**src/inc/amr_pkg.sv**
```systemverilog
// Constants and types shared by the auto-modem command and data register group.
// Assumes the control bus word decode happens in front of this block.
package amr_pkg;

    // Register addresses on the serial control bus.
    localparam logic [7:0] ADDR_TX_PRIMARY = 8'hE3;
    localparam logic [7:0] ADDR_TX_ALTERNATE = 8'hE4;
    localparam logic [7:0] ADDR_RX_DATA = 8'hE5;
    localparam logic [7:0] ADDR_AM_COMMAND = 8'hEA;

    // Auto-modem command word fields.
    localparam int CMD_FAST_BIT = 5;
    localparam int CMD_OP_MSB = 4;
    localparam int CMD_OP_LSB = 3;
    localparam int CMD_RATE_MSB = 2;
    localparam logic [5:0] CMD_STOP = 6'h00;
    localparam logic [2:0] CMD_RENEG_TOP = 3'h4;
    localparam logic [1:0] OP_RETRAIN = 2'h1;
    localparam logic [1:0] OP_CALL = 2'h2;
    localparam logic [1:0] OP_ANSWER = 2'h3;

    // Maximum bit rate codes, fastest first.
    localparam logic [2:0] RATE_14400 = 3'h7;
    localparam logic [2:0] RATE_12000 = 3'h6;
    localparam logic [2:0] RATE_9600_TRELLIS = 3'h5;
    localparam logic [2:0] RATE_9600_UNCODED = 3'h4;
    localparam logic [2:0] RATE_7200 = 3'h3;
    localparam logic [2:0] RATE_4800 = 3'h2;
    localparam logic [2:0] RATE_2400 = 3'h1;
    localparam logic [2:0] RATE_1200 = 3'h0;

    // Auto-modem progress codes; a connection shows 1000 to 1111.
    localparam logic [3:0] AST_IDLE = 4'h0;
    localparam logic [3:0] AST_STARTUP = 4'h1;
    localparam logic [3:0] AST_RETRAIN = 4'h2;
    localparam logic [3:0] AST_RENEG = 4'h3;
    localparam logic AST_CONNECTED_MSB = 1'b1;

    // Mode register fields used here.
    localparam logic [3:0] MODE_QAM_AUTO = 4'hF;
    localparam int MODE_SEL_MSB = 15;
    localparam int MODE_SEL_LSB = 12;
    localparam int FMT_MSB = 5;
    localparam int FMT_LSB = 3;
    localparam logic [2:0] FMT_SPECIAL = 3'h7;
    localparam logic [2:0] SPECIAL_SYNC = 3'h7;
    localparam logic [2:0] SPECIAL_HDLC = 3'h6;
    localparam logic [3:0] BITS_MIN = 4'h5;
    localparam logic [3:0] BITS_FULL = 4'h8;

    // Transmit parity sense and the room that re-arms transmit ready.
    localparam logic TX_PARITY_ODD = 1'b0;
    localparam int TX_FIFO_DEPTH = 8;
    localparam int TX_FIFO_WIDTH = 9;
    localparam logic [3:0] TX_READY_ROOM = 4'h4;

    // Auto-modem sequencer states.
    typedef enum logic [2:0] {
        AM_IDLE = 3'b000,
        AM_STARTUP = 3'b001,
        AM_CONNECTED = 3'b010,
        AM_RETRAIN = 3'b011,
        AM_RENEG = 3'b100
    } amr_am_state_t;

    // Transmit character framer states.
    typedef enum logic [2:0] {
        TX_IDLE = 3'b000,
        TX_DATA = 3'b001,
        TX_PARITY = 3'b010,
        TX_STOP = 3'b011
    } amr_tx_state_t;

endpackage

```
**src/rtl/amr_fifo.sv**
```systemverilog
// First-in first-out buffer with valid and ready on both sides.
// Assumes both sides run on the one block clock.
module amr_fifo
    import amr_pkg::*;
#(
    parameter int WIDTH = TX_FIFO_WIDTH,
    parameter int DEPTH = TX_FIFO_DEPTH
) (
    // Clock and reset.
    input wire logic clk,
    input wire logic reset,
    // Filling side.
    input wire logic in_valid,
    output logic in_ready,
    input wire logic [WIDTH-1:0] in_data,
    // Draining side.
    output logic out_valid,
    input wire logic out_ready,
    output logic [WIDTH-1:0] out_data,
    // Free entries left.
    output logic [$clog2(DEPTH):0] free
);
    localparam int AW = $clog2(DEPTH);

    // All storage and pointers of the buffer.
    typedef struct packed {
        logic [DEPTH-1:0][WIDTH-1:0] mem;
        logic [AW-1:0] wr;
        logic [AW-1:0] rd;
        logic [AW:0] count;
    } amr_fifo_st_t;

    amr_fifo_st_t s_q;
    amr_fifo_st_t s_d;
    logic push;
    logic pop;

    // Full and empty follow the occupancy count exactly.
    assign in_ready = (s_q.count < (AW + 1)'(DEPTH));
    assign out_valid = (s_q.count != '0);
    assign out_data = s_q.mem[s_q.rd];
    assign free = (AW + 1)'(DEPTH) - s_q.count;
    assign push = in_valid && in_ready;
    assign pop = out_valid && out_ready;

    // Next state: write on push, advance the read pointer on pop.
    always_comb begin
        s_d = s_q;
        if (push) begin
            s_d.mem[s_q.wr] = in_data;
            s_d.wr = s_q.wr + 1'b1;
        end
        if (pop) begin
            s_d.rd = s_q.rd + 1'b1;
        end
        s_d.count = s_q.count + (AW + 1)'(push) - (AW + 1)'(pop);
    end

    // State register.
    always_ff @(posedge clk or posedge reset) begin
        if (reset) begin
            s_q <= '0;
        end else begin
            s_q <= s_d;
        end
    end
endmodule

```
**src/rtl/amr_regs.sv**
```systemverilog
// Auto-modem command register and transmit/receive data registers of the modem.
// Assumes a front end that turns serial bus frames into one-cycle word strobes,
// and a modem datapath on the same clock that paces bits with one-cycle ticks.
//
// Operation
// - Commands ignored unless both modes are auto.
// - Decode stop, retrain, call, answer, re-negotiate.
// - V.22 answer with fast bit drops answer tone.
// - V.32 fast bit selects quick echo training.
// - Three-bit field caps the negotiated rate.
// - Start command runs whole start-up, reports events.
// - Connected status shows rate code 1000..1111.
// - Remote retrain and re-negotiation answered automatically.
// - Sixteen-bit transmit write sends upper byte first.
// - Synchronous transmit sends eight bits LSB first.
// - Start-stop adds start, parity, stop; LSB first.
// - One-character alternate address gives V.14 overspeed.
// - Two-character alternate address sends one lone byte.
// - Receive width change acts only after reset.
// - Sync and HDLC bytes: earliest bit in bit 0.
// - Start-stop bytes right aligned, unused bits zero.
// - HDLC check sequence follows last data character.
// - Transmit ready sets on room, clears on write.
// - Receive ready sets on data, clears on read.
module amr_regs
    import amr_pkg::*;
(
    // Clock and reset.
    input wire logic clk,
    input wire logic reset,
    // Register word port.
    input wire logic bus_wr,
    input wire logic bus_rd,
    input wire logic bus_wide,
    input wire logic [7:0] bus_addr,
    input wire logic [15:0] bus_wdata,
    output logic [15:0] bus_rdata,
    // Settings from neighbouring registers.
    input wire logic [15:0] tx_mode_reg,
    input wire logic [15:0] rx_mode_reg,
    input wire logic gen_wide_sel,
    input wire logic gen_reset,
    // Flags toward the status register.
    output logic st_tx_ready,
    output logic st_rx_ready,
    output logic st_rx_overflow,
    output logic st_rx_two_chars,
    // Auto-modem sequencer interface.
    input wire logic dp_v32_family,
    input wire logic dp_train_done,
    input wire logic dp_train_fail,
    input wire logic [2:0] dp_rate,
    input wire logic dp_remote_retrain,
    input wire logic dp_remote_reneg,
    output logic [3:0] am_status,
    output logic am_event,
    output logic [4:0] am_cmd_pulse,
    output logic [2:0] am_rate_cap,
    output logic am_tone_off,
    output logic am_ec_fast,
    // Transmit bit stream.
    input wire logic tx_bit_tick,
    output logic tx_bit,
    // Receive bit stream.
    input wire logic rx_char_start,
    input wire logic rx_bit_valid,
    input wire logic rx_bit,
    input wire logic rx_frame_end
);
    // All state of the register group.
    typedef struct packed {
        amr_am_state_t am;
        logic [2:0] cap;
        logic fast;
        logic [2:0] conn_rate;
        logic tone_off;
        logic ec_fast;
        logic event_p;
        logic [4:0] cmd_p;
        logic [7:0] split_lo;
        logic split_pend;
        logic tx_rdy;
        amr_tx_state_t tx;
        logic [7:0] tx_sh;
        logic [2:0] tx_cnt;
        logic tx_par;
        logic tx_no_stop;
        logic tx_bit;
        logic [7:0] rx_sh;
        logic [3:0] rx_cnt;
        logic [15:0] rx_hold;
        logic rx_half;
        logic rx_rdy;
        logic rx_ovf;
        logic rx_two;
        logic rx_wide;
        logic width_taken;
        logic [15:0] rdata;
    } amr_st_t;

    amr_st_t s_q;
    amr_st_t s_d;

    // Buffer handshakes and decoded strobes.
    logic fifo_in_valid;
    logic fifo_in_ready;
    logic [TX_FIFO_WIDTH-1:0] fifo_in_data;
    logic fifo_out_valid;
    logic fifo_out_ready;
    logic [TX_FIFO_WIDTH-1:0] fifo_out_data;
    logic [3:0] fifo_free;
    logic tx_write;
    logic is_alt;
    logic auto_ok;
    logic [5:0] cmd;
    logic tx_sync;
    logic [2:0] rx_special;
    logic rx_full_byte;
    logic [3:0] rx_nbits;
    logic [7:0] rx_byte;
    logic rx_done;

    // Transmit bytes wait here until the framer takes them.
    amr_fifo #(
        .WIDTH(TX_FIFO_WIDTH),
        .DEPTH(TX_FIFO_DEPTH)
    ) u_tx_fifo (
        .clk(clk),
        .reset(reset),
        .in_valid(fifo_in_valid),
        .in_ready(fifo_in_ready),
        .in_data(fifo_in_data),
        .out_valid(fifo_out_valid),
        .out_ready(fifo_out_ready),
        .out_data(fifo_out_data),
        .free(fifo_free)
    );

    // Command is taken only when both mode selects say auto-modem.
    assign auto_ok = (tx_mode_reg[MODE_SEL_MSB:MODE_SEL_LSB] == MODE_QAM_AUTO)
        && (rx_mode_reg[MODE_SEL_MSB:MODE_SEL_LSB] == MODE_QAM_AUTO);
    assign cmd = bus_wdata[5:0];
    assign tx_write = bus_wr && ((bus_addr == ADDR_TX_PRIMARY) || (bus_addr == ADDR_TX_ALTERNATE));
    assign is_alt = (bus_addr == ADDR_TX_ALTERNATE);
    assign tx_sync = (tx_mode_reg[FMT_MSB:FMT_LSB] == FMT_SPECIAL);

    // A second write cycle is spent pushing a held lower byte.
    assign fifo_in_valid = s_q.split_pend || (tx_write && !s_q.split_pend);
    always_comb begin
        if (s_q.split_pend) begin
            fifo_in_data = {1'b0, s_q.split_lo};
        end else if (gen_wide_sel && !is_alt) begin
            fifo_in_data = {1'b0, bus_wdata[15:8]};
        end else begin
            // The overspeed mark exists only in one-character mode.
            fifo_in_data = {is_alt && !gen_wide_sel, bus_wdata[7:0]};
        end
    end

    // The framer pulls a new byte only on a bit tick while idle.
    assign fifo_out_ready = tx_bit_tick && (s_q.tx == TX_IDLE);

    // Receive framing: special sync and HDLC are full bytes.
    assign rx_special = rx_mode_reg[2:0];
    assign rx_full_byte = (rx_mode_reg[FMT_MSB:FMT_LSB] == FMT_SPECIAL)
        && ((rx_special == SPECIAL_SYNC) || (rx_special == SPECIAL_HDLC));
    assign rx_nbits = rx_full_byte ? BITS_FULL : (BITS_MIN + {2'b00, rx_mode_reg[2:1]});
    assign rx_done = rx_bit_valid && ((s_q.rx_cnt + 4'h1) == rx_nbits);
    // Bits enter at the top, so the earliest ends in bit 0 after alignment.
    assign rx_byte = 8'({rx_bit, s_q.rx_sh[7:1]} >> (BITS_FULL - rx_nbits));

    // Next-state logic for the whole group.
    always_comb begin
        s_d = s_q;
        s_d.event_p = 1'b0;
        s_d.cmd_p = 5'h00;

        // Host command decode; upper ten bits are never looked at.
        if (bus_wr && (bus_addr == ADDR_AM_COMMAND) && auto_ok) begin
            if (cmd == CMD_STOP) begin
                s_d.am = AM_IDLE;
                s_d.cmd_p = 5'h01;
            end else if (cmd[CMD_FAST_BIT:CMD_OP_LSB] == CMD_RENEG_TOP) begin
                s_d.cap = cmd[CMD_RATE_MSB:0];
                s_d.cmd_p = 5'h10;
                if (s_q.am == AM_CONNECTED) begin
                    s_d.am = AM_RENEG;
                end
            end else if (cmd[CMD_OP_MSB:CMD_OP_LSB] == OP_RETRAIN) begin
                s_d.cap = cmd[CMD_RATE_MSB:0];
                s_d.fast = cmd[CMD_FAST_BIT];
                s_d.cmd_p = 5'h02;
                if (s_q.am == AM_CONNECTED) begin
                    s_d.am = AM_RETRAIN;
                end
            end else if (cmd[CMD_OP_MSB]) begin
                // Call and answer both launch the full start-up sequence.
                s_d.am = AM_STARTUP;
                s_d.cap = cmd[CMD_RATE_MSB:0];
                s_d.fast = cmd[CMD_FAST_BIT];
                s_d.cmd_p = cmd[CMD_OP_LSB] ? 5'h08 : 5'h04;
                s_d.tone_off = cmd[CMD_OP_LSB] && cmd[CMD_FAST_BIT]
                    && !dp_v32_family;
            end
        end
        // Fast training reaches echo training only on the V.32 family.
        s_d.ec_fast = s_d.fast && dp_v32_family;

        // Sequencer progress driven by the datapath and the far modem.
        case (s_q.am)
            AM_IDLE: begin
                s_d.tone_off = s_d.tone_off;
            end
            AM_STARTUP, AM_RETRAIN, AM_RENEG: begin
                if (dp_train_done) begin
                    s_d.am = AM_CONNECTED;
                    // A completed training never reports a rate above the host cap.
                    s_d.conn_rate = (dp_rate > s_q.cap) ? s_q.cap : dp_rate;
                end else if (dp_train_fail) begin
                    s_d.am = (s_q.am == AM_RENEG) ? AM_CONNECTED : AM_IDLE;
                end
            end
            AM_CONNECTED: begin
                if (dp_remote_retrain) begin
                    s_d.am = AM_RETRAIN;
                end else if (dp_remote_reneg) begin
                    s_d.am = AM_RENEG;
                end
            end
            default: begin
                s_d.am = AM_IDLE;
            end
        endcase
        s_d.event_p = (s_d.am != s_q.am) || (s_d.conn_rate != s_q.conn_rate);

        // Second half of a sixteen-bit transmit write.
        if (s_q.split_pend) begin
            if (fifo_in_ready) begin
                s_d.split_pend = 1'b0;
            end
        end else if (tx_write && gen_wide_sel && !is_alt && fifo_in_ready) begin
            s_d.split_lo = bus_wdata[7:0];
            s_d.split_pend = 1'b1;
        end

        // Transmit ready: room in the buffer wins over a clearing write.
        if (!s_q.split_pend && (fifo_free >= TX_READY_ROOM)) begin
            s_d.tx_rdy = 1'b1;
        end else if (tx_write) begin
            s_d.tx_rdy = 1'b0;
        end

        // Character framer, one bit per tick.
        if (tx_bit_tick) begin
            case (s_q.tx)
                TX_IDLE: begin
                    s_d.tx_bit = 1'b1;
                    if (fifo_out_valid) begin
                        s_d.tx_par = 1'b0;
                        s_d.tx_no_stop = fifo_out_data[8] && !tx_sync;
                        s_d.tx = TX_DATA;
                        if (tx_sync) begin
                            s_d.tx_bit = fifo_out_data[0];
                            s_d.tx_sh = {1'b0, fifo_out_data[7:1]};
                            s_d.tx_cnt = 3'h6;
                        end else begin
                            s_d.tx_bit = 1'b0;
                            s_d.tx_sh = fifo_out_data[7:0];
                            s_d.tx_cnt = {1'b1, tx_mode_reg[2:1]};
                        end
                    end
                end
                TX_DATA: begin
                    s_d.tx_bit = s_q.tx_sh[0];
                    s_d.tx_sh = {1'b0, s_q.tx_sh[7:1]};
                    s_d.tx_par = s_q.tx_par ^ s_q.tx_sh[0];
                    s_d.tx_cnt = s_q.tx_cnt - 3'h1;
                    if (s_q.tx_cnt == 3'h0) begin
                        if (tx_sync) begin
                            s_d.tx = TX_IDLE;
                        end else if (tx_mode_reg[0]) begin
                            s_d.tx = TX_PARITY;
                        end else begin
                            s_d.tx = s_q.tx_no_stop ? TX_IDLE : TX_STOP;
                        end
                    end
                end
                TX_PARITY: begin
                    s_d.tx_bit = s_q.tx_par ^ TX_PARITY_ODD;
                    s_d.tx = s_q.tx_no_stop ? TX_IDLE : TX_STOP;
                end
                TX_STOP: begin
                    s_d.tx_bit = 1'b1;
                    s_d.tx = TX_IDLE;
                end
                default: begin
                    s_d.tx = TX_IDLE;
                end
            endcase
        end

        // Receive width is sampled once after each reset only.
        if (!s_q.width_taken) begin
            s_d.rx_wide = gen_wide_sel;
            s_d.width_taken = 1'b1;
        end

        // Receive read: hand out the word and clear the flags.
        s_d.rdata = 16'h0000;
        if (bus_rd && (bus_addr == ADDR_RX_DATA)) begin
            s_d.rdata = s_q.rx_hold;
            s_d.rx_rdy = 1'b0;
            s_d.rx_ovf = 1'b0;
        end

        // Receive assembly; a new character wins over a clearing read.
        if (rx_char_start) begin
            s_d.rx_cnt = 4'h0;
            s_d.rx_sh = 8'h00;
        end else if (rx_bit_valid) begin
            s_d.rx_sh = {rx_bit, s_q.rx_sh[7:1]};
            s_d.rx_cnt = rx_done ? 4'h0 : s_q.rx_cnt + 4'h1;
        end
        if (rx_done && !rx_char_start) begin
            if (!s_q.rx_wide) begin
                s_d.rx_hold = {8'h00, rx_byte};
                s_d.rx_ovf = s_q.rx_rdy && !bus_rd ? 1'b1 : s_d.rx_ovf;
                s_d.rx_rdy = 1'b1;
                s_d.rx_two = 1'b0;
            end else if (!s_q.rx_half) begin
                s_d.rx_hold = {rx_byte, 8'h00};
                s_d.rx_half = 1'b1;
            end else begin
                s_d.rx_hold = {s_q.rx_hold[15:8], rx_byte};
                s_d.rx_half = 1'b0;
                s_d.rx_ovf = s_q.rx_rdy && !bus_rd ? 1'b1 : s_d.rx_ovf;
                s_d.rx_rdy = 1'b1;
                s_d.rx_two = 1'b1;
            end
        end else if (rx_frame_end && s_q.rx_half) begin
            // A lone last byte, such as the check sequence tail, is released.
            s_d.rx_hold = {8'h00, s_q.rx_hold[15:8]};
            s_d.rx_half = 1'b0;
            s_d.rx_rdy = 1'b1;
            s_d.rx_two = 1'b0;
        end

        // General reset clears the receive ready and overflow flags and re-arms the width sample.
        if (gen_reset) begin
            s_d.am = AM_IDLE;
            s_d.rx_rdy = 1'b0;
            s_d.rx_ovf = 1'b0;
            s_d.rx_half = 1'b0;
            s_d.width_taken = 1'b0;
        end
    end

    // State register; transmit ready and idle line are high out of reset.
    always_ff @(posedge clk or posedge reset) begin
        if (reset) begin
            s_q <= '0;
            s_q.tx_rdy <= 1'b1;
            s_q.tx_bit <= 1'b1;
        end else begin
            s_q <= s_d;
        end
    end

    // Outputs straight from the state register.
    assign bus_rdata = s_q.rdata;
    assign st_tx_ready = s_q.tx_rdy;
    assign st_rx_ready = s_q.rx_rdy;
    assign st_rx_overflow = s_q.rx_ovf;
    assign st_rx_two_chars = s_q.rx_two;
    assign am_event = s_q.event_p;
    assign am_cmd_pulse = s_q.cmd_p;
    assign am_rate_cap = s_q.cap;
    assign am_tone_off = s_q.tone_off;
    assign am_ec_fast = s_q.ec_fast;
    assign tx_bit = s_q.tx_bit;

    // Status code: progress, or the connected rate with the top bit set.
    always_comb begin
        case (s_q.am)
            AM_STARTUP: am_status = AST_STARTUP;
            AM_RETRAIN: am_status = AST_RETRAIN;
            AM_RENEG: am_status = AST_RENEG;
            AM_CONNECTED: am_status = {AST_CONNECTED_MSB, s_q.conn_rate};
            default: am_status = AST_IDLE;
        endcase
    end
endmodule

```
**config.mk**
```make
export PLATFORM = sky130hd
export DESIGN_NAME = amr_regs
export DESIGN_NICKNAME = d
export VERILOG_FILES = /design/src/inc/amr_pkg.sv /design/src/rtl/amr_fifo.sv /design/src/rtl/amr_regs.sv
export SDC_FILE = /design/constraint.sdc
export NUM_CORES = 1
export LEC_CHECK = 0
export ABC_AREA = 0
export BUFFER_PORTS_ARGS = -buffer_cell sky130_fd_sc_hd__buf_2
export CORE_AREA = 4 4 148 150
export CTS_BUF_LIST = sky130_fd_sc_hd__clkbuf_8
export CTS_CLUSTER_SIZE = 25
export DETAILED_ROUTE_END_ITERATION = 12
export DIE_AREA = 0 0 152 154
export PLACE_DENSITY = 0.72
export RECOVER_POWER = 50
export SYNTH_ARGS = -nofsm -noshare
export SYNTH_HDL_FRONTEND = slang
export SYNTH_SLANG_ARGS = --single-unit
```
**constraint.sdc**
```tcl
create_clock -name clk -period 19.9 [get_ports clk]
set_input_delay 4.975 -clock clk [delete_from_list [all_inputs] [get_ports clk]]
set_output_delay 4.975 -clock clk [all_outputs]
set_load 0.01 [all_outputs]
```
# Yosys cells after proc, flatten, opt, wreduce, memory -nomap -nowiden
# Index checks and enable logic that the tools add are counted.
# word_totals
register_bits	177
in_bits	76
out_inout_bits	36
# classes
add_sub_neg	9
n_lt_le_gt_ge	6
eq_ne	27
n_shift	1
muxes	67
bitwise	5
reduce_logical	59
# op_table
operator	count
bitwise mux 72 bit	1
2-to-1 mux 3 bit	16
2-to-1 mux 18 bit	2
2-to-1 mux 9 bit	4
2-to-1 mux 17 bit	2
equality test 8 bit (second input constant)	4
2-to-1 mux 16 bit	2
binary-select mux 9 bit (select 3 bit)	1
demux 9 bit (select 3 bit)	1
logical AND 1 bit	25
2-to-1 mux 12 bit	2
2-to-1 mux 4 bit	6
case mux 12 bit (2 select lines)	1
2-to-1 mux 7 bit	3
equality test 3 bit (second input constant)	6
case mux 3 bit (3 select lines)	2
case mux 4 bit (4 select lines)	1
2-to-1 mux 5 bit	3
2-to-1 mux 1 bit	13
equality test 3 x 2 -> 1 bit (second input constant)	4
AND reduction 3 bit	4
2-to-1 mux 11 bit	1
AND reduction 2 bit	5
logical NOT 3 bit	3
34 further kinds	62

# Depth between registers and ports, before layout
# Gate-level depths: netlist of the first run.
# logic_depth
word_depth	11
ltp_mapped	13
depth_no_buf	12

# Modules after synthesis
# A second synthesis of the first run with hierarchy kept.
# hier_totals
cells_unflattened	792
area_unflattened_um2	9341.5
# by_module_without_submodules
module	n_inst	cells_each	area_each_um2	seq_area_each_um2
amr_regs	1	552	5303.8	2329.7
amr_fifo	1	240	4037.6	2052.0

# Least setup slack after synthesis of the first run
# OpenSTA, ideal clock, no wires.
# synth_timing
kind	input to register
startpoint	in bus_addr[0]
endpoint	reg u_tx_fifo.s_q[2] (netlist bit)
setup_time_ps	122
t_arrival_ps	6739
path_slack_ps	13039
cell_stages	8
n_path_buf	0
path_cell_list	or3b_1 -> a2111oi_4 -> o21ai_2 -> inv_1 -> ha_1 -> inv_1 -> fa_1 -> xor2_1
# synth_rtl
element	line_no	rtl
start, declared	amr_regs.sv:35	input wire logic [7:0] bus_addr,
end signal, assigned	amr_fifo.sv:62	s_q <= '0;
end signal, assigned	amr_fifo.sv:64	s_q <= s_d;
end, declared	amr_fifo.sv:33	amr_fifo_st_t s_q;

==> results summary, run 1 <==
The flow ran to the end, but the final reports show violations. The final reports fail on max-capacitance violations, max-slew violations. The total count of hold-check failures in the final report came out at 0. The number of vias per cell is 5.81. The final max-slew violation count came out at 122.

The sink count of the clock tree came out at 175. The count of nets left with antenna violations after detail routing came out at 0. In this run the clock root is driven by a sky130_fd_sc_hd__clkbuf_8. The aggregate negative setup slack is 0 ps. The placed wire-length estimate after detailed placement is 15,200 µm. From left edge to right edge, the die measures 152 µm. The power per cell area is 94.2 nW/µm². The global placement routability congestion came out at 0.944.

The number of failing setup endpoints in the final timing report came out at 0. The post-synthesis net count is 961. The clock tree skew after final layout is 22.1 ps. The sum of routed wire length over all layers came out at 22,200 µm. The area taken by flip-flops and latches is 4380 µm². In this run the cell area of the synthesized design comes to 9370 µm².

The worst path needs 9420 ps of the cycle, external delays included. The number of hold buffers added after CTS was 0. The count of yosys warnings during synthesis is 0. The static leakage is 4.71 nW. The total number of vias is 7,005. The floorplan step set the die height to 154 µm. The relative max-transition margin came out at -121%. The area of the multi-input gates came out at 4490 µm².

The number of different library cells in the post-synthesis netlist came out at 69. The area added between synthesis and finish is 9.36%. The final worst slack is 10,480 ps. TritonCTS built the clock tree. The synthesized area per cell came out at 10.9 µm².

The classification of the worst-slack hold path is flip-flop to flip-flop. The data required time of the critical path is 20,450 ps. The flop and latch count out of synthesis is 175. After technology mapping, the gate count stands at 862.

The number of cells in the finished layout apart from fillers came out at 1,206. The core area is 20,700 µm². Once the clock tree was built, the setup fixing pass inserted 0 buffers. The number of antenna cells inserted came out at 0.

The routed wire length per instance is 18.4 µm. The number of filler cells placed in the layout is 1,929. The async set-or-reset flop fraction in the synthesized netlist came out at 100%. The detailed router finished its first iteration with 611 violations.

The number of placement rows came out at 53. In this run the biggest area consumer among cell types represents 46.2% of the synthesized area. The number of iterations in the first detailed-routing pass came out at 4. The prevailing post-synth register cell is sky130_fd_sc_hd__dfrtp_1. The worst-case clock buffer depth is 2. STA classifies the critical path startpoint as a primary input.

At the worst endpoint, the arrival time is 9970 ps. The wire length of the first global-routing pass came out at 36,500 µm. Entering global routing, the biggest net connects 64 pins. The total grt overflow is 0. The maximum clock rate came out at 0.106 GHz.

The share of cells above drive strength 1 came out at 18.2%. The number of enable-type register cells in the synthesized netlist came out at 0. The fraction of the cycle the final worst path needs came out at 47.3%.

Ranked by total cell area, the synthesized netlist is headed by sky130_fd_sc_hd__dfrtp_1 46%, sky130_fd_sc_hd__a32o_1 7.1%, sky130_fd_sc_hd__mux4_2 5.5%. The proportion of synthesized chip area in sequential cells is 46.8%. The clock-pin slew on the worst setup and hold paths came out at 100 ps.

The minimum setup slack after placement is 12,500 ps. STA classifies the critical path endpoint as an asynchronous set/reset pin. The highest fanout seen on the critical path is 63. The later-pin clock latency in the skew report is 490 ps. The placed cell count came out at 1,174. The boundary pin count is 112. The overall track demand over capacity in global routing came out at 19.1%. The net count of the finished layout is 1,017.

The total number of H-tree levels came out at 4. The TritonCTS buffer count is 17. The initial antenna violation count is 0. The number of global-route vias before repair came out at 6,981. Setup repair after global routing left no endpoint under its margin.

For this configuration, the core starts out at a cell density of 45.3%. The number of cells upsized or downsized after cts came out at 0. In the layout the commonest cells are 173 x sky130_fd_sc_hd__dfrtp_1, 77 x sky130_fd_sc_hd__nor2_1, 72 x sky130_fd_sc_hd__nand2_1. Of all cell types, the one taking the most synthesized area is sky130_fd_sc_hd__dfrtp_1.

The final design utilization came out at 49.5%. The library cell used most frequently in the layout, excluding fill and tap cells, is sky130_fd_sc_hd__dfrtp_1. During placement, the flow inserted port buffers numbering 97. The number of violations of the max-capacitance limit is 2. The setup path with the least slack is of type primary input to asynchronous set/reset pin. The total DRC errors in the routed layout came out at 0. The worst supply voltage drop on vdd came out at 0.0000504 V. The worst-margin pin slew is 3320 ps. The die footprint came out at 23,400 µm².
[final timing paths]
check	from	end	slack (ps)	depth (start not counted)
setup / recovery	reset	u_tx_fifo.s_q[39]	10480	4
hold / removal	s_q[24]	bus_rdata[2]	480	1
setup reg to reg	u_tx_fifo.s_q[3]	u_tx_fifo.s_q[2]	17290	11
hold reg to reg	s_q[24]	bus_rdata[2]	480	1
max in group clk	bus_addr[0]	u_tx_fifo.s_q[2]	12340	10
min in group asynchronous	reset	bus_rdata[5]	5220	2
[metal layers]
layer,GRT usage [%],routed length (µm),up-vias
li1,-,-,3322
met1,26.3,10100,3468
met2,30.9,10700,187
met3,3.72,1010,28
met4,5.74,323,0
met5,0,0,-
[layout make-up]
| cell class | instances | share of cell area, % |
|---|---|---|
| clock buffers | 17 | 2.28 |
| flip-flops and latches | 175 | 42.8 |
| inverters | 30 | 1.11 |
| multi-input cells | 587 | 43.8 |
| well taps | 275 | 3.36 |
| repair buffers | 107 | 4.91 |
| clock inverters | 15 | 1.76 |
[state kept, by name, indices dropped and copies added (netlist names), 3 cells and up]
signal and cells:
am_rate_cap 3, s_q 61, u_tx_fifo.s_q 82, bus_rdata 16
am_cmd_pulse 5
[worst max-delay path: stages]
cell	delay (ps)
sky130_fd_sc_hd__buf_2	100
sky130_fd_sc_hd__clkinvlp_2	1490
sky130_fd_sc_hd__clkbuf_1	2440
sky130_fd_sc_hd__buf_4	890
[synthesized netlist by cell type, types with 4 or more instances]
library cell	number
sky130_fd_sc_hd__dfrtp_1	173
sky130_fd_sc_hd__nor2_1	77
sky130_fd_sc_hd__nand2_1	72
sky130_fd_sc_hd__a32o_1	66
sky130_fd_sc_hd__mux2i_1	33
sky130_fd_sc_hd__o21ai_0	33
sky130_fd_sc_hd__inv_1	29
sky130_fd_sc_hd__nand3_1	25
sky130_fd_sc_hd__buf_4	24
sky130_fd_sc_hd__mux2_2	24
sky130_fd_sc_hd__a21oi_1	23
sky130_fd_sc_hd__and2_1	23
sky130_fd_sc_hd__clkbuf_1	23
sky130_fd_sc_hd__mux4_2	23
sky130_fd_sc_hd__ha_1	22
sky130_fd_sc_hd__nor3_1	16
sky130_fd_sc_hd__buf_2	13
sky130_fd_sc_hd__nor2b_1	11
sky130_fd_sc_hd__o211ai_1	11
sky130_fd_sc_hd__or3_1	10
sky130_fd_sc_hd__buf_1	9
sky130_fd_sc_hd__nand2b_1	7
sky130_fd_sc_hd__a22oi_1	6
sky130_fd_sc_hd__and4_1	6
sky130_fd_sc_hd__o211ai_2	6
sky130_fd_sc_hd__a21o_1	5
sky130_fd_sc_hd__a221oi_1	5
sky130_fd_sc_hd__and3_1	5
sky130_fd_sc_hd__nor3b_1	5
sky130_fd_sc_hd__xnor2_1	5
sky130_fd_sc_hd__a22o_1	4
sky130_fd_sc_hd__a31oi_1	4
sky130_fd_sc_hd__xor2_1	4
[power by group]
| part | internal (W) | switching [W] |
|---|---|---|
| registers | 0.000398 | 0.0000439 |
| clock network | 0.000108 | 0.000151 |
| logic | 0.000110 | 0.000155 |
[per-stage QoR]
stage               total power [W]  cell area (µm²)  hold slack [ps]
floorplan                  0.000641             9370              442
global placement           0.000704             9910              457
detailed placement         0.000716             9910              466
CTS                        0.000975            10300              489
global route                0.00103            10200              505
finish                     0.000965            10200              484
[cell families after synthesis]
| kind of cell | Yosys count | synth area share (%) |
|---|---|---|
| AOI/OAI and AO/OA | 195 | 17.3 |
| xor gates and xnor gates | 9 | 0.841 |
| adders and majority gates | 23 | 3.15 |
| buffers and inverters | 100 | 5.22 |
| DFF | 175 | 46.8 |
| muxes | 80 | 11.9 |
| and+or+nand+nor | 280 | 14.8 |
Power figures use the tool's default switching activity.
==> run 2, diff against run 1 <==
- ABC_AREA: 0 -> 1
- CORE_AREA: 4 4 148 150 -> 4 4 147 149
- DIE_AREA: 0 0 152 154 -> 0 0 151 153
- clock period: 19.9 -> 9.1 ns (I/O delays scaled with it)
==> run 2 against run 1 <==
  * The flow still finishes with violations (max-capacitance violations, max-slew violations)
  * Non-clock buffer count shrank 7
  * Flip-flop and latch count unchanged
  * Design area is 2.1% lower
  * First-iteration DRC count shrank 11%
  * Sequential power rose by 130%
  * Clock skew decreased by 5.8 ps
  * Clock power is 100% higher
  * Area after synthesis is 2.2% lower
  * Via count increased by 9.3%
  * Total power increased by 130%
  * Critical path type unchanged
==> results summary, run 2 <==
The total DRC errors in the routed layout is 0. The cell count after synthesis is 1,192. The static leakage is 5.26 nW. The setup path with the least slack is of type primary input to asynchronous set/reset pin.

Summed over all nets, wire length on met3 after detailed routing comes to 1120 µm. The wire length of the first global-routing pass is 35,200 µm. The run finished, with violations left.

The number of different library cells in the post-synthesis netlist is 47. The async set-or-reset flop fraction in the synthesized netlist is 100%. The sum of routed wire length over all layers came out at 20,700 µm. The maximum clock rate is 0.207 GHz. The global placement routability congestion came out at 0.886.

Setup violations remaining at the end of the flow were counted as 0. For this run, the leading register cell type out of synthesis is sky130_fd_sc_hd__dfrtp_1. The number of antenna cells inserted is 0.

STA classifies the critical path startpoint as a primary input. The area share of the leading cell type in the synthesized netlist is 47.2%. The top register by number of flip-flops is u_tx_fifo.s_q. The checks that failed: max-capacitance violations, max-slew violations.

The highest routing layer actually used is met4. The detailed router finished its first iteration with 544 violations. The worst-margin pin slew came out at 2530 ps. The die height came out at 153 µm. The initial antenna violation count came out at 0. The share of cells above drive strength 1 is 10.7%.

The post-layout total power came out at 0.00218 W. The amount of wire on met2 after detailed routing came out at 9330 µm. The number of global-route vias before repair was 7,306.

Post-CTS timing repair inserted 0 buffers for setup. In this run the remaining antenna-violating nets after routing total 0. sky130_fd_sc_hd__nand2_1 is the most common cell in the netlist. The largest net degree at the start of global routing came out at 61. Clock tree synthesis selected as its root buffer the cell sky130_fd_sc_hd__clkbuf_8.

The TritonCTS buffer count came out at 17. Setup repair after global routing left no endpoint under its margin. Across the routed clock network, the largest skew measured is 16.3 ps.

The total overflow left after global routing is 0. The core region is 20,200 µm². The x dimension of the die came out at 151 µm.

The cell family contributing the most delay on the critical path is buffers and inverters. For the worst-skew pair, the clock arrives at the later sink with an insertion delay of 470 ps. The count of yosys warnings during synthesis is 0. The net count of the finished layout is 1,361. TritonCTS built the clock tree. The post-synthesis net count is 1,291. The area added between synthesis and finish came out at 9.46%. The starting density of the core came out at 45.4%. After detailed routing, the average wire length per cell comes to 13.4 µm. In this run the tool buffered the top-level ports with 97 buffer cells. The floorplan has 52 rows.

Counting stages on the worst path, the most repeated cell is sky130_fd_sc_hd__buf_4. The area taken by flip-flops and latches came out at 4380 µm². The number of flip-flops under the largest register name is 82. The quantity of hold-fixing buffers added after cts is 0.

For this run, the slowest stage of the critical path takes 1430 ps. The total number of vias came out at 7,654. Along the worst path, the maximum fanout reaches 60. Cells fill 49.7% of the core in the end. The synthesized area per cell came out at 7.69 µm². The total count of hold-check failures in the final report came out at 0. The aggregate negative setup slack is 0 ps. Global routing used 18.7% of the available tracks across all layers. After layout, the worst path uses 53.2% of the clock period. Summed over all nets, the half-perimeter wirelength after detailed placement is 14,800 µm. Across the run, the number of max-cap violations was 1. Power spread over the standard cell area amounts to 217 nW/µm². In this run the count of I/O pins placed on the die edge is 112.

The number of filler cells placed in the layout came out at 2,012. The final max-slew violation count is 61. The share of the Yosys chip area taken by registers is 47.8%.

By area the synthesized netlist is led by sky130_fd_sc_hd__dfrtp_1 47%, sky130_fd_sc_hd__nand2_1 16%, sky130_fd_sc_hd__o21ai_0 6.9%. The tightest hold path in the finished design has a slack of 470 ps. Counting every sink on the clock net gives 175. The die footprint is 23,100 µm².

STA classifies the critical path endpoint as an asynchronous set/reset pin. Counting instances in the post-synthesis netlist gives the leading cell types as 400 x sky130_fd_sc_hd__nand2_1, 173 x sky130_fd_sc_hd__dfrtp_1, 135 x sky130_fd_sc_hd__inv_1. The number of buffers and inverters on the critical path is 4. The worst-path cell with the longest stage delay is sky130_fd_sc_hd__clkinvlp_2.

The signal on the critical path passes through clkbuf_1, clkinvlp_2, buf_4, buf_4. The tightest min-delay check is of the flip-flop to flip-flop type. The cell area after technology mapping came out at 9170 µm². The flop and latch count out of synthesis is 175. The total number of H-tree levels is 4. The area of the multi-input gates came out at 3890 µm². In the layout the commonest cells are 400 x sky130_fd_sc_hd__nand2_1, 173 x sky130_fd_sc_hd__dfrtp_1, 135 x sky130_fd_sc_hd__inv_1.

The shortest period the worst path allows is 4840 ps. The number of vias per cell is 4.95. The data required time of the critical path came out at 9630 ps.

The routed length on met1 is 9910 µm. The worst-case clock buffer depth is 2. The number of iterations in the first detailed-routing pass is 6.

The clock-pin slew on the worst setup and hold paths is 100 ps. The worst supply voltage drop on vdd is 0.0000968 V. For the worst setup path, the data arrival time is 5370 ps. The number of enable-type register cells in the synthesized netlist came out at 0. The library cell used most frequently in the layout, excluding fill and tap cells, is sky130_fd_sc_hd__nand2_1. Measured against its own limit, the worst slew margin works out to -69.8%.

The biggest area contributor in the post-synthesis netlist is sky130_fd_sc_hd__dfrtp_1. The number of cells upsized or downsized after cts is 0.
## run 2: changes by cell type after synthesis, sizes merged, moves of 12 or more
cell and change:
o211ai -12, nand3 +21, mux4 -23, and2 -22
nor2 +33, mux2i -32, buf -16, o21ai +97
a32o -65, mux2 -24, nand2 +332, inv +116
## run 2: cells by family after synthesis
kind of cell | Yosys count | share of synthesized area [%]
AND/OR/NAND/NOR | 577 | 25.9
AO/OA/AOI/OAI | 208 | 12.4
adder cells (fa/ha/maj) | 23 | 3.22
buffers and inverters | 197 | 9.53
multiplexers | 1 | 0.109
XOR/XNOR | 11 | 1.05
flip-flops | 175 | 47.8
## run 2: power breakdown
part	switching, W	leakage [nW]	internal [W]	total, W
Sequential	0.0000964	2.26	0.000899	0.000995
Combinational	0.000438	2.81	0.000219	0.000657
Clock	0.000323	0.191	0.000203	0.000526
## run 2: routing by layer
layer,global-route usage (%),up-vias
met5,0,-
met4,5.05,0
met3,4.47,28
met2,28.7,194
met1,26.5,3540
li1,-,3892
## run 2: worst paths after layout
| path | cells past startpoint | end | slack (ps) | startpoint |
|---|---|---|---|---|
| max in group clk | 13 | u_tx_fifo.s_q[1] | 4810 | bus_addr[7] |
| min reg2reg | 1 | s_q[17] | 470 | s_q[16] |
| max | 4 | s_q[65] | 4260 | reset |
| min | 1 | s_q[17] | 470 | s_q[16] |
| max reg2reg | 8 | s_q[62] | 6370 | s_q[65] |
| min in group asynchronous | 2 | bus_rdata[6] | 2470 | reset |
## run 2: final cells by class
class | instances | share of cell area [%]
flip-flops and latches | 175 | 43.7
multi-input cells | 820 | 38.8
inverters | 148 | 5.59
repair buffers | 100 | 4.78
well taps | 270 | 3.37
clock buffers | 17 | 2.33
clock inverters | 15 | 1.47
## run 2: metrics by stage
step,setup WS (ps),instance area (µm²),instances
6_report,4260,10000,1545
5_1_grt,3580,10000,1545
3_3_place_gp,4600,9700,1513
4_1_cts,4980,10100,1545
3_5_place_dp,4540,9700,1513
2_1_floorplan,2080,9170,1192
==> run 3, diff against run 2 <==
- PLACE_DENSITY: 0.72 -> 0.74
- clock period: 9.1 -> 4 ns (I/O delays scaled with it)
==> run 3 against run 2 <==
  * Routed wire length is 2.4% higher
  * Via count up 2.3%
  * Non-clock buffer count increased by 3
  * Highest routed layer unchanged
  * The run still ends with max-capacitance violations, max-slew violations left
  * Global-route usage is 0.34 points higher
  * Core utilization increased by 0.47 points
  * Clock-buffer cell count stayed put
  * Cell count rose by 0.19%
  * Clock power up 140%
  * Register-to-register slack got worse by 4900 ps
==> results summary, run 3 (same netlist as run 2, synthesis figures left out) <==
The number of global-route vias before repair is 7,482. The total number of H-tree levels is 4. Across the VDD grid, the largest voltage drop is 0.000225 V.

The region available for standard cell placement spans 20,200 µm². The starting density of the core is 45.4%. The detailed router placed 7,828 vias in this run.

Data on the critical path is required at its endpoint by 3000 ps. For this run the aggregate overflow at the end of global routing stands at 0. The library cells used most frequently in the layout, excluding fill and tap cells, are 400 x sky130_fd_sc_hd__nand2_1, 173 x sky130_fd_sc_hd__dfrtp_1, 134 x sky130_fd_sc_hd__inv_1.

In this run, post-CTS repair resized a total of 0 instances. The shortest period the worst path allows is 2880 ps. The largest net degree at the start of global routing is 77. STA classifies the critical path startpoint as a flip-flop. TritonCTS built the clock tree. The final-stage net count is 1,364.

The flow ran to the end, but the final reports show violations. The number of placement rows is 52. The maximum clock rate came out at 0.347 GHz. Detailed placement ended at an HPWL of 15,100 µm. The relative max-transition margin came out at -15.2%. In this run the critical register-to-register path is launched from s_q[65]. The number of flip-flops under the largest register name came out at 82.

The total count of hold-check failures in the final report is 0. Dividing total power by cell area gives a power density of 498 nW/µm². The final worst slack is 1120 ps. Setup slack on the worst reg-to-reg path comes out at 1520 ps. After detailed placement, the total cell area comes to 9750 µm². The repair_antennas step left the layout with diodes totalling 0. The congestion estimate from routability-driven global placement came to 0.919.

The aggregate negative setup slack is 0 ps. u_tx_fifo.s_q holds more flip-flops than any other register. Setup repair after global routing left no endpoint under its margin. The die footprint came out at 23,100 µm². The worst-case clock buffer depth came out at 2.

The final standard cell area without fillers came out at 10,100 µm². By startpoint and endpoint, the worst setup path is classified as flip-flop to output pin. The classification of the worst-slack hold path is flip-flop to flip-flop. The static leakage is 5.37 nW. The number of failing setup endpoints in the final timing report is 0. The minimum setup slack after placement came out at 760 ps. The x dimension of the die is 151 µm.

For this run, design rule violations remaining after detail routing come to 0. Relative to the synthesized area, the layout overhead comes to 10.5%. The number of iterations in the first detailed-routing pass is 6.

STA classifies the critical path endpoint as an output pin. After detailed routing, the number of vias per cell comes to 5.06. The worst path arrival time came out at 1880 ps. The highest fanout seen on the critical path came out at 7. The wire length of the first global-routing pass came out at 36,000 µm.

Leaving out fill and tap cells, the most frequent cell in the layout is sky130_fd_sc_hd__nand2_1. The number of violations of the max-capacitance limit is 1. The TritonCTS buffer count is 17. The DRC violation total after the first TritonRoute iteration came out at 561.

The final reports fail on max-capacitance violations, max-slew violations. Cells with a size suffix above 1 make up 12.6% of the layout. The tree built by TritonCTS fans out to 175 sinks. The worst path uses 72.1% of the clock period. The clock tree skew after final layout is 17.0 ps. The overall track demand over capacity in global routing came out at 19.0%. The total setup buffers inserted after CTS is 0. The detail route stage leaves a number of antenna-violating nets equal to 0.

The later pin in the worst-skew pair is clocked with a latency of 470 ps. In this run the most critical hold path is launched from s_q[16]. The die is 153 µm tall.

The sum of routed wire length over all layers came out at 21,200 µm. The port buffer count is 97. The initial antenna violation count is 0. After detailed routing, the average wire length per cell comes to 13.7 µm. The worst-margin pin slew is 1720 ps. The final max-slew violation count is 37. For this design the top-level I/O count stands at 112. In this run the clock root is driven by a sky130_fd_sc_hd__clkbuf_8. The number of hold buffers added after CTS was 0. Clock-pin slew was measured on the worst setup and hold paths at 100 ps. The critical path starts at s_q[93].
run 3: cell type report:
type                       count  area (µm²)
sequential                   175        4380
tap                          270         338
multi-input combinational    820        3900
clock buffer                  17         234
fill                        1973       10000
clock inverter                15         166
inverter                     148         561
timing repair buffer         103         551
run 3: path summary, 6_finish.rpt:
kind | to | cells after the start
max in group asynchronous | st_tx_ready | 3
setup / recovery | am_status[0] | 7
hold reg to reg | s_q[17] | 1
setup reg to reg | u_tx_fifo.s_q[3] | 11
hold / removal | s_q[17] | 1
min in group asynchronous | bus_rdata[13] | 2
run 3: per-layer routing:
layer | track usage (%) | wire [µm]
met5 | 0 | 0
met2 | 30.7 | 10100
met1 | 26.2 | 9560
met3 | 4.35 | 1220
met4 | 4.23 | 253
run 3: stage by stage:
stage / power, W / util [%] / hold WS, ps / cells
6_report: 0.00505 / 50.2 / 453 / 1548
5_1_grt: 0.00542 / 50.2 / 481 / 1548
4_1_cts: 0.00508 / 50.3 / 452 / 1548
3_5_place_dp: 0.00381 / 48.3 / 443 / 1516
3_3_place_gp: 0.00374 / 48.3 / 428 / 1516
2_1_floorplan: 0.00337 / - / 422 / 1192
run 3: worst max-delay path, stage by stage (launching register included):
cell                      delay (ps)
sky130_fd_sc_hd__dfrtp_1         480
sky130_fd_sc_hd__inv_1           110
sky130_fd_sc_hd__nor2_1          150
sky130_fd_sc_hd__nand2_1         140
sky130_fd_sc_hd__inv_1           160
sky130_fd_sc_hd__a21oi_1          80
sky130_fd_sc_hd__a21oi_1         130
sky130_fd_sc_hd__buf_2           150
run 3: report_power, final:
group | leakage [nW] | internal [W] | switching (W)
clock network | 0.200 | 0.000525 | 0.000739
registers | 2.26 | 0.00205 | 0.000188
logic | 2.91 | 0.000511 | 0.00104
total | 5.37 | 0.00308 | 0.00196
